File: src/design/rxife_defs.svh
`ifndef RXIFE_DEFS_SVH
`define RXIFE_DEFS_SVH

// ------------------------------------------------------------
// frame layout
// ------------------------------------------------------------
`define RXIFE_DELIM        8'h7e
`define RXIFE_TYPE_EXPL    8'h91
`define RXIFE_TYPE_IO      8'h92
`define RXIFE_OFS_TYPE     8'd3
`define RXIFE_OFS_ADDR     8'd4
`define RXIFE_OFS_RSV      8'd12
`define RXIFE_OFS_SEP      8'd14
`define RXIFE_OFS_DEP      8'd15
`define RXIFE_OFS_CLU      8'd16
`define RXIFE_OFS_PRO      8'd18
`define RXIFE_OFS_XOPT     8'd20
`define RXIFE_OFS_PAY      8'd21
`define RXIFE_OFS_IOPT     8'd14
`define RXIFE_OFS_NSMP     8'd15
`define RXIFE_OFS_DMSK     8'd16
`define RXIFE_OFS_AMSK     8'd18
`define RXIFE_OFS_TAIL     8'd19
`define RXIFE_EXPL_FIXED   16'd18
`define RXIFE_IO_FIXED     16'd16
`define RXIFE_CHK_BASE     8'hff
`define RXIFE_VEP_LO       8'hdc
`define RXIFE_VEP_HI       8'hee
`define RXIFE_PAY_DEPTH    64
`define RXIFE_TAIL_BYTES   10

// ------------------------------------------------------------
// register map
// ------------------------------------------------------------
`define RXIFE_REG_CTRL     8'h00
`define RXIFE_REG_RSV      8'h04
`define RXIFE_REG_STAT     8'h08
`define RXIFE_REG_CNT      8'h0c
`define RXIFE_RST_AOPT     8'h00
`define RXIFE_RST_APMODE   2'h1
`define RXIFE_RST_RSV      16'hfffe
`define RXIFE_CTRL_P2P     10
`define RXIFE_STAT_BAD     1

`endif

File: src/design/rxife_pkg.sv
package rxife_pkg;

  typedef struct packed {
    logic [63:0] src_addr;
    logic [7:0]  src_ep;
    logic [7:0]  dst_ep;
    logic [15:0] cluster;
    logic [15:0] profile;
    logic        acked;
    logic        bcast;
    logic        all_net;
    logic        secure;
    logic [1:0]  method;
  } rxife_expl_t;

  typedef struct packed {
    logic [63:0]      src_addr;
    logic             acked;
    logic             bcast;
    logic [7:0]       num_sets;
    logic [15:0]      dig_mask;
    logic [7:0]       ana_mask;
    logic [15:0]      dig_sample;
    logic [3:0][15:0] ana_sample;
  } rxife_io_t;

  typedef enum logic [1:0] {
    RXIFE_IDLE  = 2'b00,
    RXIFE_SEND  = 2'b01,
    RXIFE_FLUSH = 2'b11
  } rxife_state_t;

endpackage

File: src/design/rxife_encoder.sv
`timescale 1ns/1ps
`include "rxife_defs.svh"

module rxife_encoder
  import rxife_pkg::*;
(
  input  wire logic        core_clk,
  input  wire logic        rstn,
  // register port
  input  wire logic [7:0]  reg_addr,
  input  wire logic [31:0] reg_wdata,
  input  wire logic        reg_wr,
  input  wire logic        reg_rd,
  output logic      [31:0] reg_rdata,
  // received packet side
  input  wire logic        pay_valid,
  input  wire logic [7:0]  pay_byte,
  input  wire logic        expl_valid,
  input  wire rxife_expl_t expl_hdr,
  input  wire logic        io_valid,
  input  wire rxife_io_t   io_hdr,
  output logic             rx_ready,
  // serial frame byte stream
  output logic [7:0]       out_byte,
  output logic             out_valid,
  input  wire logic        out_ready
);

  // ------------------------------------------------------------
  // helpers
  // ------------------------------------------------------------
  function automatic logic [7:0] be_byte(input logic [63:0] w,
                                         input logic [2:0]  k);
    be_byte = w[8*(7-k) +: 8];
  endfunction

  function automatic logic vendor_ep(input logic [7:0] ep);
    vendor_ep = (ep >= `RXIFE_VEP_LO) && (ep <= `RXIFE_VEP_HI);
  endfunction

  // ------------------------------------------------------------
  // registers
  // ------------------------------------------------------------
  logic [7:0]   api_output_option;
  logic [1:0]   api_escape_mode;
  logic         p2p_variant;
  logic [15:0]  rsv_value;
  logic         bad_method;
  logic [15:0]  frame_cnt;
  rxife_state_t state;
  rxife_state_t next_state;

  logic         take_expl;
  logic         take_io;
  logic         drop_bad;
  logic         frame_done;

  always_ff @(posedge core_clk or negedge rstn) begin
    if (!rstn) begin
      api_output_option <= `RXIFE_RST_AOPT;
      api_escape_mode   <= `RXIFE_RST_APMODE;
      p2p_variant       <= 1'b0;
      rsv_value         <= `RXIFE_RST_RSV;
    end else if (reg_wr && reg_addr == `RXIFE_REG_CTRL) begin
      api_output_option <= reg_wdata[7:0];
      api_escape_mode   <= reg_wdata[9:8];
      p2p_variant       <= reg_wdata[`RXIFE_CTRL_P2P];
    end else if (reg_wr && reg_addr == `RXIFE_REG_RSV) begin
      rsv_value         <= reg_wdata[15:0];
    end
  end

  // a new bad-method event wins over a write-one clear in the same cycle
  always_ff @(posedge core_clk or negedge rstn) begin
    if (!rstn) begin
      bad_method <= 1'b0;
    end else if (drop_bad) begin
      bad_method <= 1'b1;
    end else if (reg_wr && reg_addr == `RXIFE_REG_STAT &&
                 reg_wdata[`RXIFE_STAT_BAD]) begin
      bad_method <= 1'b0;
    end
  end

  always_ff @(posedge core_clk or negedge rstn) begin
    if (!rstn) begin
      frame_cnt <= 16'h0000;
    end else if (frame_done) begin
      frame_cnt <= frame_cnt + 16'h0001;
    end
  end

  always_ff @(posedge core_clk or negedge rstn) begin
    if (!rstn) begin
      reg_rdata <= 32'h0000_0000;
    end else if (reg_rd) begin
      case (reg_addr)
        `RXIFE_REG_CTRL: reg_rdata <= {21'h0, p2p_variant,
                                       api_escape_mode, api_output_option};
        `RXIFE_REG_RSV:  reg_rdata <= {16'h0000, rsv_value};
        `RXIFE_REG_STAT: reg_rdata <= {30'h0, bad_method,
                                       state != RXIFE_IDLE};
        `RXIFE_REG_CNT:  reg_rdata <= {16'h0000, frame_cnt};
        default:         reg_rdata <= 32'h0000_0000;
      endcase
    end
  end

  // ------------------------------------------------------------
  // acceptance of a received packet
  // ------------------------------------------------------------
  logic accept_expl;
  logic accept_io;

  // explicit output takes priority when both arrive together
  assign accept_expl = rx_ready && expl_valid;
  assign accept_io   = rx_ready && io_valid && !expl_valid;
  // frames are only built in the mode that asks for them;
  // an invalid delivery method is never put on the wire
  assign take_expl   = accept_expl && (api_output_option > 8'd1)
                       && (expl_hdr.method != 2'b00);
  assign drop_bad    = accept_expl && (api_output_option > 8'd1)
                       && (expl_hdr.method == 2'b00);
  assign take_io     = accept_io && (api_output_option == 8'd0)
                       && (api_escape_mode != 2'd0);

  // ------------------------------------------------------------
  // payload store
  // ------------------------------------------------------------
  logic [7:0] pay_mem [0:`RXIFE_PAY_DEPTH-1];
  logic [6:0] pay_cnt;

  // bytes past the store depth are lost; the count saturates
  always_ff @(posedge core_clk) begin
    if (rx_ready && pay_valid && pay_cnt < 7'(`RXIFE_PAY_DEPTH)) begin
      pay_mem[pay_cnt[5:0]] <= pay_byte;
    end
  end

  always_ff @(posedge core_clk or negedge rstn) begin
    if (!rstn) begin
      pay_cnt <= 7'h00;
    end else if (accept_expl || accept_io) begin
      pay_cnt <= 7'h00;
    end else if (rx_ready && pay_valid &&
                 pay_cnt < 7'(`RXIFE_PAY_DEPTH)) begin
      pay_cnt <= pay_cnt + 7'h01;
    end
  end

  // ------------------------------------------------------------
  // sample tail: digital word then enabled analog readings
  // ------------------------------------------------------------
  logic [7:0] next_tail [0:`RXIFE_TAIL_BYTES-1];
  logic [3:0] next_tail_n;
  logic [7:0] io_tail   [0:`RXIFE_TAIL_BYTES-1];

  always_comb begin
    for (int j = 0; j < `RXIFE_TAIL_BYTES; j++) begin
      next_tail[j] = 8'h00;
    end
    next_tail_n = 4'h0;
    if (io_hdr.dig_mask != 16'h0000) begin
      next_tail[0] = io_hdr.dig_sample[15:8];
      next_tail[1] = io_hdr.dig_sample[7:0];
      next_tail_n  = 4'h2;
    end
    for (int i = 0; i < 4; i++) begin
      if (io_hdr.ana_mask[i]) begin
        next_tail[next_tail_n]        = io_hdr.ana_sample[i][15:8];
        next_tail[next_tail_n + 4'h1] = io_hdr.ana_sample[i][7:0];
        next_tail_n = next_tail_n + 4'h2;
      end
    end
  end

  always_ff @(posedge core_clk) begin
    if (take_io) begin
      for (int j = 0; j < `RXIFE_TAIL_BYTES; j++) begin
        io_tail[j] <= next_tail[j];
      end
    end
  end

  // ------------------------------------------------------------
  // captured frame fields
  // ------------------------------------------------------------
  logic        is_io;
  logic [63:0] src_addr;
  logic [7:0]  opt_byte;
  logic [7:0]  src_ep;
  logic [7:0]  dst_ep;
  logic [15:0] cluster;
  logic [15:0] profile;
  logic [7:0]  num_sets;
  logic [15:0] dig_mask;
  logic [7:0]  ana_mask;
  logic [15:0] frame_len;
  logic [7:0]  expl_opt;

  // outside the vendor endpoint range the option bits carry no meaning
  always_comb begin
    expl_opt = {expl_hdr.method, 1'b0,
                expl_hdr.secure, 1'b0,
                expl_hdr.all_net & p2p_variant,
                expl_hdr.bcast, expl_hdr.acked};
    if (!vendor_ep(expl_hdr.dst_ep)) begin
      expl_opt = 8'h00;
    end
  end

  always_ff @(posedge core_clk or negedge rstn) begin
    if (!rstn) begin
      is_io     <= 1'b0;
      src_addr  <= 64'h0;
      opt_byte  <= 8'h00;
      src_ep    <= 8'h00;
      dst_ep    <= 8'h00;
      cluster   <= 16'h0000;
      profile   <= 16'h0000;
      num_sets  <= 8'h00;
      dig_mask  <= 16'h0000;
      ana_mask  <= 8'h00;
      frame_len <= 16'h0000;
    end else if (take_expl) begin
      is_io     <= 1'b0;
      src_addr  <= expl_hdr.src_addr;
      opt_byte  <= expl_opt;
      src_ep    <= expl_hdr.src_ep;
      dst_ep    <= expl_hdr.dst_ep;
      cluster   <= expl_hdr.cluster;
      profile   <= expl_hdr.profile;
      frame_len <= `RXIFE_EXPL_FIXED + {9'h0, pay_cnt};
    end else if (take_io) begin
      is_io     <= 1'b1;
      src_addr  <= io_hdr.src_addr;
      opt_byte  <= {6'h00, io_hdr.bcast, io_hdr.acked};
      num_sets  <= io_hdr.num_sets;
      dig_mask  <= io_hdr.dig_mask;
      ana_mask  <= io_hdr.ana_mask;
      frame_len <= `RXIFE_IO_FIXED + {12'h0, next_tail_n};
    end
  end

  // ------------------------------------------------------------
  // byte at each frame offset
  // ------------------------------------------------------------
  logic [7:0] idx;
  logic [7:0] last_idx;
  logic [7:0] cur_byte;
  logic [7:0] rel;
  logic [7:0] chk;

  assign last_idx = frame_len[7:0] + 8'd3;

  always_comb begin
    rel      = idx - `RXIFE_OFS_PAY;
    cur_byte = 8'h00;
    if (idx == 8'd0) begin
      cur_byte = `RXIFE_DELIM;
    end else if (idx == 8'd1) begin
      cur_byte = frame_len[15:8];
    end else if (idx == 8'd2) begin
      cur_byte = frame_len[7:0];
    end else if (idx == `RXIFE_OFS_TYPE) begin
      cur_byte = is_io ? `RXIFE_TYPE_IO : `RXIFE_TYPE_EXPL;
    end else if (idx < `RXIFE_OFS_RSV) begin
      cur_byte = be_byte(src_addr, 3'(idx - `RXIFE_OFS_ADDR));
    end else if (idx == `RXIFE_OFS_RSV) begin
      cur_byte = rsv_value[15:8];
    end else if (idx == `RXIFE_OFS_RSV + 8'd1) begin
      cur_byte = rsv_value[7:0];
    end else if (is_io) begin
      if (idx == `RXIFE_OFS_IOPT) begin
        cur_byte = opt_byte;
      end else if (idx == `RXIFE_OFS_NSMP) begin
        cur_byte = num_sets;
      end else if (idx == `RXIFE_OFS_DMSK) begin
        cur_byte = dig_mask[15:8];
      end else if (idx == `RXIFE_OFS_DMSK + 8'd1) begin
        cur_byte = dig_mask[7:0];
      end else if (idx == `RXIFE_OFS_AMSK) begin
        cur_byte = ana_mask;
      end else begin
        cur_byte = io_tail[4'(idx - `RXIFE_OFS_TAIL)];
      end
    end else begin
      if (idx == `RXIFE_OFS_SEP) begin
        cur_byte = src_ep;
      end else if (idx == `RXIFE_OFS_DEP) begin
        cur_byte = dst_ep;
      end else if (idx == `RXIFE_OFS_CLU) begin
        cur_byte = cluster[15:8];
      end else if (idx == `RXIFE_OFS_CLU + 8'd1) begin
        cur_byte = cluster[7:0];
      end else if (idx == `RXIFE_OFS_PRO) begin
        cur_byte = profile[15:8];
      end else if (idx == `RXIFE_OFS_PRO + 8'd1) begin
        cur_byte = profile[7:0];
      end else if (idx == `RXIFE_OFS_XOPT) begin
        cur_byte = opt_byte;
      end else begin
        cur_byte = pay_mem[rel[5:0]];
      end
    end
  end

  // ------------------------------------------------------------
  // frame sequencer
  // ------------------------------------------------------------
  logic load;
  logic start;

  assign start      = take_expl || take_io;
  assign load       = (state == RXIFE_SEND) && (!out_valid || out_ready);
  assign frame_done = (state == RXIFE_FLUSH) && out_ready;

  always_comb begin
    case (state)
      RXIFE_IDLE:  next_state = start ? RXIFE_SEND : RXIFE_IDLE;
      RXIFE_SEND:  next_state = (load && idx == last_idx) ? RXIFE_FLUSH
                                                          : RXIFE_SEND;
      RXIFE_FLUSH: next_state = out_ready ? RXIFE_IDLE : RXIFE_FLUSH;
      default:     next_state = RXIFE_IDLE;
    endcase
  end

  always_ff @(posedge core_clk or negedge rstn) begin
    if (!rstn) begin
      state    <= RXIFE_IDLE;
      rx_ready <= 1'b1;
    end else begin
      state    <= next_state;
      rx_ready <= (next_state == RXIFE_IDLE);
    end
  end

  always_ff @(posedge core_clk or negedge rstn) begin
    if (!rstn) begin
      idx <= 8'h00;
    end else if (start) begin
      idx <= 8'h00;
    end else if (load) begin
      idx <= idx + 8'h01;
    end
  end

  // the check byte is formed from the sum of every byte already loaded from the frame type on
  always_ff @(posedge core_clk or negedge rstn) begin
    if (!rstn) begin
      out_byte  <= 8'h00;
      out_valid <= 1'b0;
    end else if (load) begin
      out_byte  <= (idx == last_idx) ? chk : cur_byte;
      out_valid <= 1'b1;
    end else if (frame_done) begin
      out_valid <= 1'b0;
    end
  end

  rxife_sum u_sum (
    .core_clk (core_clk),
    .rstn     (rstn),
    .clr      (start),
    .add_en   (load && idx >= `RXIFE_OFS_TYPE && idx != last_idx),
    .din      (cur_byte),
    .chk      (chk)
  );

endmodule

File: src/design/rxife_sum.sv
`timescale 1ns/1ps
`include "rxife_defs.svh"

// running modulo-256 sum of the covered bytes and the check byte
module rxife_sum
  import rxife_pkg::*;
(
  input  wire logic       core_clk,
  input  wire logic       rstn,
  input  wire logic       clr,
  input  wire logic       add_en,
  input  wire logic [7:0] din,
  output logic      [7:0] chk
);

  logic [7:0] sum;

  always_ff @(posedge core_clk or negedge rstn) begin
    if (!rstn) begin
      sum <= 8'h00;
    end else if (clr) begin
      sum <= 8'h00;
    end else if (add_en) begin
      sum <= sum + din;
    end
  end

  assign chk = `RXIFE_CHK_BASE - sum;

endmodule

File: config.mk
export PLATFORM = sky130hd
export DESIGN_NAME = rxife_encoder
export DESIGN_NICKNAME = d
export VERILOG_FILES = /design/src/design/rxife_pkg.sv /design/src/design/rxife_encoder.sv /design/src/design/rxife_sum.sv
export VERILOG_INCLUDE_DIRS = /design/src /design/src/design
export SDC_FILE = /design/constraint.sdc
export NUM_CORES = 1
export LEC_CHECK = 0
export BUFFER_PORTS_ARGS = -buffer_cell sky130_fd_sc_hd__buf_2
export CORE_AREA = 10 10 323 325
export DETAILED_ROUTE_END_ITERATION = 10
export DIE_AREA = 0 0 333 335
export PLACE_DENSITY = 0.56
export SKIP_LAST_GASP = 1
export SYNTH_ARGS = -nofsm -noshare
export SYNTH_HDL_FRONTEND = slang
export SYNTH_SLANG_ARGS = --single-unit
File: constraint.sdc
create_clock -name core_clk -period 16 [get_ports core_clk]
set_input_delay 4 -clock core_clk [delete_from_list [all_inputs] [get_ports core_clk]]
set_output_delay 4 -clock core_clk [all_outputs]
set_load 0.02 [all_outputs]
## Yosys cells after proc, flatten, opt, wreduce, memory -nomap -nowiden

Memories as Yosys holds them, arrays and structs flattened.
Index checks and enable logic that the tools add are counted.

- Add/sub/neg operators: 20
- $mul: 0
- Magnitude comparators: 22
- Equal/unequal tests: 19
- Muxes and demuxes: 84
- Bitwise gates (word level): 11
- Divide/modulo/power cells: 0
- Shifts and indexed selects: 1
- Reduce and logical (&&, ||, !) cells: 51

Operators by type and width:

| operator | number |
|---|---|
| bitwise mux 80 bit | 8 |
| two-way mux 80 bit | 4 |
| two-way mux 8 bit | 36 |
| demux 8 bit (select 4 bit) | 8 |
| two-way mux 64 bit | 2 |
| case mux 16 bit (4 select lines) | 1 |
| variable part select 64 x 33 -> 8 bit | 1 |
| equality test 8 x 4 -> 1 bit, second input constant | 6 |
| two-way mux 16 bit | 3 |
| equality test 8 x 5 -> 1 bit, second input constant | 5 |
| >= comparator 5 bit, second input constant | 8 |
| less-than comparator 5 x 1 -> 1 bit, second input constant | 8 |
| inverter 4 -> 5 bit | 8 |
| logical AND 1 bit | 28 |
| logical NOT 8 bit | 3 |
| nonzero test 2 bit | 9 |
| adder 16 x 1 -> 16 bit, second input constant | 1 |
| adder 4 x 1 -> 4 bit, second input constant | 4 |
| adder 4 x 2 -> 4 bit, second input constant | 4 |
| equality test 8 x 2 -> 1 bit, second input constant | 2 |
| two-way mux 4 bit | 4 |
| nonzero test 16 bit | 1 |
| two-way mux 7 bit | 2 |
| two-way mux 1 bit | 11 |
| other kinds (31) | 41 |

- Memory bits (read-only): 0
- RAM bits: 592
- Memories: 2
- Latch bits: 0
- Register bits: 280
- Bits of input ports: 352

Memory list:

| memory | words | bits a word | read ports | clocked after memory_dff | wr ports | RTL line | source |
|---|---|---|---|---|---|---|---|
| pay_mem | 64 | 8 | 1 | 0 | 1 | rxife_encoder.sv:130 | `` logic [7:0] pay_mem [0:`RXIFE_PAY_DEPTH-1]; `` |
| io_tail | 10 | 8 | 1 | 0 | 10 | rxife_encoder.sv:156 | `` logic [7:0] io_tail [0:`RXIFE_TAIL_BYTES-1]; `` |

## Logic depth before layout (Yosys ltp)

An unclocked memory read counts as a cell.

- Word-level depth: 20
- Gate-level depth with buffers: 32
- Gate-level depth less buffers: 21

## Modules after synthesis

A second synthesis with hierarchy kept.

- Cells, all modules: 3026
- Area, all modules: 39255.1 um2

Modules (own cells, without submodules):

| module | area an instance (um2) | times used | cells an instance |
|---|---|---|---|
| rxife_encoder | 38580.8 | 1 | 2953 |
| rxife_sum | 674.4 | 1 | 73 |

## Worst setup path before layout

Ideal clock, no wire load.

- Path kind: input to register
- From: in expl_valid
- To: mem io_tail[0][0], enable pin
- Arrival: 7.229 ns
- Slack: 8.296 ns
- Stages: 6
- Path buffers: 2
- Setup time: 0.476 ns
- Cells stage by stage: nor4bb_1 > o21ai_0 > or2_2 > clkbuf_1 > inv_2 > clkbuf_1

RTL lines:

| element | RTL line | source |
|---|---|---|
| start, declared | rxife_encoder.sv:18 | `input wire logic expl_valid,` |
| end, declared | rxife_encoder.sv:156 |  |

==> results list <==
* Result of the run: finished, final reports clean
* Grt peak-use layer: met2
- Averaged over all synthesized cells, the footprint is 13.2 um^2.
- After floorplanning, the core was sized to cover 0.0978 mm^2.
- The die covers 0.112 mm^2.
- In this run the critical register-to-register path is launched from idx[0]$_DFFE_PN0P_.
* Proportion of power drawn by flip-flops and latches: 35.6%
- Internal power of the cells: 4.96 mW
- Number of placement rows: 115
* Clock latency on the worst-skew pair: 0.66 ns
- On the final layout, the worst hold slack is 0.465 ns.
- The most common cell in the synthesized netlist is edfxtp_1.
- Summed over all cells, the static leakage comes to 16.9 nW.
- The congestion estimate from routability-driven global placement came to 0.920.
- Worst Path Max Fanout: 35
- Port buffering added 361 buffers.
- Max-cap violations in this run came to 0.
- CTS saw 846 sinks.
- Hpwl dp: 75300 um
- Post-DRT Antenna Nets: 0
- Final setup fails: 0
- Area delta synth->final: 14.9%
* CP Depth: 13
- CTS built an H-tree with a depth of 3.
- The synthesized design contains 846 register bits.
* Timing-limited maximum frequency: 0.128 GHz
- After clock tree synthesis, the setup repair step added 0 buffers.
- Reg2Reg Depth: 18
- Worst path required time: 16.38 ns
- TritonCTS clock tree: yes
- CTS clk-pin slew, worst paths: 0.06 ns
- Global routing met3 resource utilization: 3.35%
* DR pass1 iterations: 5
- For this run, the total global-route usage over all layers was measured as 19.5%.
- Proportion of power drawn by the clock network: 25.8%
- The synthesized netlist occupies a cell area of 0.0388 mm^2.
* Ordered list of cells on the worst path: buf_2 > nor4_1 > nand4_1 > buf_4 > clkinv_1 > ha_1 > nand2_1 > o21a_1 > ha_1 > mux2_1 > nor3_2 > buf_4 > o21ai_0
- The net count of the finished layout is 3629.
* Final count of pins violating max slew: 0
- In this run the power spent charging and discharging nets is 2.76 mW.
- For flop-to-flop paths, the worst setup slack is 9.32 ns.
* Start point of the critical path: io_hdr[93]
- In the synthesized netlist the dominant register cell turns out to be edfxtp_1.
- The die is 335 um tall.
- The critical path ends at io_tail[1][7]$_DFFE_PP_.
* Power Total: 7.72 mW
* Root Driver: clkbuf_16
- Clock Skews: 0.0260 ns
- The number of global-route vias before repair came to 26000.
- Largest net degree at the start of global routing: 145
- Die boundary width: 333 um
- Setup crit end kind: register
* Data arrival time of the critical path: 8.17 ns
- Clock tree buffer depth: 3
- For this run, the number of Yosys warnings is 0.
- Power spread over the standard cell area amounts to 173 mW/mm^2.
- Sequential cells were found to cover 62.3% of the synthesized design area.
* Number of flops mapped to enable cells by yosys: 592
- Buffers inserted to repair hold after CTS numbered 0.
* Number of I/O pins: 394
- Detailed-route DRC error count: 0
- After synthesis, the netlist uses 85 different library cells.
- In this run the tightest slew margin relative to its limit is 18.1%.
- Cell types occupying the most area after synthesis: edfxtp_1 (46%), dfrtp_1 (15%), mux4_2 (11%), nand2_1 (5.2%), nor2_1 (2.2%)
- Switching share of total power: 35.8%
- After filler insertion, the fill cell instance count of the layout stands at 8842.
- Buffers inserted during clock tree synthesis total 90.
- Global-route wire length before repair: 167000 um
- Area share of the largest cell type after synthesis: 45.9%
* Period utilization: 48.7%
- Fraction of final layout cells sized beyond drive strength 1: 24.7%
* Total Routed Length: 112000 um
- The tightest min-delay check is of the register to register type.
* Critical Path Source Type: primary input
* RSZ-0062 raised after global routing: false
- The worst setup path is of the primary input to register kind.
- Actual slew at the worst max-slew pin: 1.23 ns
* Cell with the largest stage delay on the worst path: nand2_1
* Via Count: 25600
- The smallest clock period supported by the final layout is computed as 7.79 ns.
* Total global routing overflow: 0
- Counting both buffers and inverters, the worst setup path holds a total of 4.
- In this run, the number of DRC markers left after iteration 0 of detailed routing was 2450.
- In the synthesized netlist, the number of instances is 2945.
* Combinational cell fraction of total power: 38.6%
- Multi-input logic area: 0.0136 mm^2
- Final Hold Vio Count: 0
* Final cell utilization of the core: 45.5%
- Drt via density: 5.54
* Fin Setup TNS: 0 ns
- In the synthesized netlist, the cells that appear most often are edfxtp_1 (592), nand2_1 (539), dfrtp_1 (237).
* Dominant delay contributor by cell family on the critical path: buffers and inverters
* Average wire per standard cell: 24.2 um
- In the final layout, flip-flops and latches occupy 0.0242 mm^2.
* Starting Density: 39.6%
* Grt met2 use: 31.3%
- Met1 track demand over resource: 26.6%
- Share of synthesized flip-flops with an asynchronous set or reset: 30.0%
* Antenna violations before repair: 9
- Reg2Reg Capture Point: u_sum.sum[7]$_DFFE_PN0P_
* Post-cts resize count: 0
- Worst vdd ir: 275 uV
- Cell type with the largest total area after synthesis: edfxtp_1
* Crit path largest cell delay: 0.79 ns
worst reg2reg max path, stage by stage, from the launching register on:
cell     delay (ns)
dfrtp_4        1.01
inv_1          0.30
ha_4           0.36
buf_12         0.54
mux4_2         0.73
mux4_2         0.53
mux4_2         0.57
nand2_1        0.17
nand4_1        0.15
a211o_1        0.40
ha_1           0.33
a21oi_1        0.10
nor2b_1        0.11
o21ai_0        0.10
a21oi_1        0.35
nor3b_1        0.35
a32oi_1        0.13
a21o_1         0.24
a21oi_1        0.12
layer usage:
| metal | up-vias | wire length (um) |
|---|---|---|
| li1 | 11700 | - |
| met1 | 12800 | 48400 |
| met2 | 867 | 53300 |
| met3 | 186 | 6600 |
| met4 | 6 | 3350 |
| met5 | - | 40 |
layout by cell type (no fill, tap or decap), drive strengths merged, types with 21 or more instances in the layout:
master,instances
a211oi,31
a21oi,145
a22o,22
a22oi,93
a31oi,23
buf,405
clkbuf,120
clkinv,44
dfrtp,237
edfxtp,592
ha,24
inv,44
mux2,51
mux2i,32
mux4,189
nand2,539
nand3,59
nand4,21
nor2,228
nor3,44
o21ai,89
o22ai,27
xnor2,35
xor2,23
power by group through the flow:
stage,Sequential (mW),Combinational [mW],Clock [mW]
after floorplan,2.71,2.05,0
after global placement,2.79,2.97,0
after detailed placement,2.79,2.98,0
after CTS,2.75,2.99,2.03
after global routing,2.78,3.20,2.11
final,2.75,2.98,1.99
kinds of logic after synthesis:
family | synth area share (%)
XOR/XNOR | 1.31
adder cells (fa/ha/maj) | 0.878
other | 0.00968
multiplexers | 13.3
AO/OA/AOI/OAI | 8.62
AND/OR/NAND/NOR | 10.7
flip-flops | 62.3
buffers and inverters | 2.89
flip-flops by register name (all words and copies together) (netlist names), 16 cells and up:
signal     count
pay_mem      512
io_tail       80
src_addr      64
cluster       16
dig_mask      16
frame_cnt     16
profile       16
reg_rdata     16
rsv_value     16
area by class of cell:
| cell class | count | share of cell area, % |
|---|---|---|
| Tap cell | 1287 | 3.62 |
| Clock buffer | 120 | 5.47 |
| Inverter | 45 | 0.390 |
| Multi-Input combinational cell | 1863 | 30.6 |
| Sequential cell | 846 | 54.2 |
| Timing Repair Buffer | 405 | 4.85 |
| Antenna cell | 5 | 0.0281 |
| Clock inverter | 47 | 0.823 |
worst min-delay path by stage:
stage / from / to / slack, ns / cells after the start
after floorplan: ana_mask[5]$_DFFE_PN0P_ / ana_mask[5]$_DFFE_PN0P_ / 0.44 / 2
after global placement: out_byte[5]$_DFFE_PN0P_ / out_byte[5]$_DFFE_PN0P_ / 0.45 / 2
after detailed placement: out_byte[5]$_DFFE_PN0P_ / out_byte[5]$_DFFE_PN0P_ / 0.46 / 2
after CTS: out_byte[5]$_DFFE_PN0P_ / out_byte[5]$_DFFE_PN0P_ / 0.47 / 2
after global routing: src_addr[12]$_DFFE_PN0N_ / src_addr[12]$_DFFE_PN0N_ / 0.49 / 2
final: out_byte[5]$_DFFE_PN0P_ / out_byte[5]$_DFFE_PN0P_ / 0.46 / 2
through the flow:
stage	cell area, um^2	worst slack, ns	std cells
2_1_floorplan	38800	8.30	2960
3_3_place_gp	41700	7.64	4446
3_5_place_dp	41700	7.59	4446
4_1_cts	44500	8.25	4613
5_1_grt	44500	7.81	4617
6_report	44500	8.21	4618
Power figures use the tool's default switching activity.
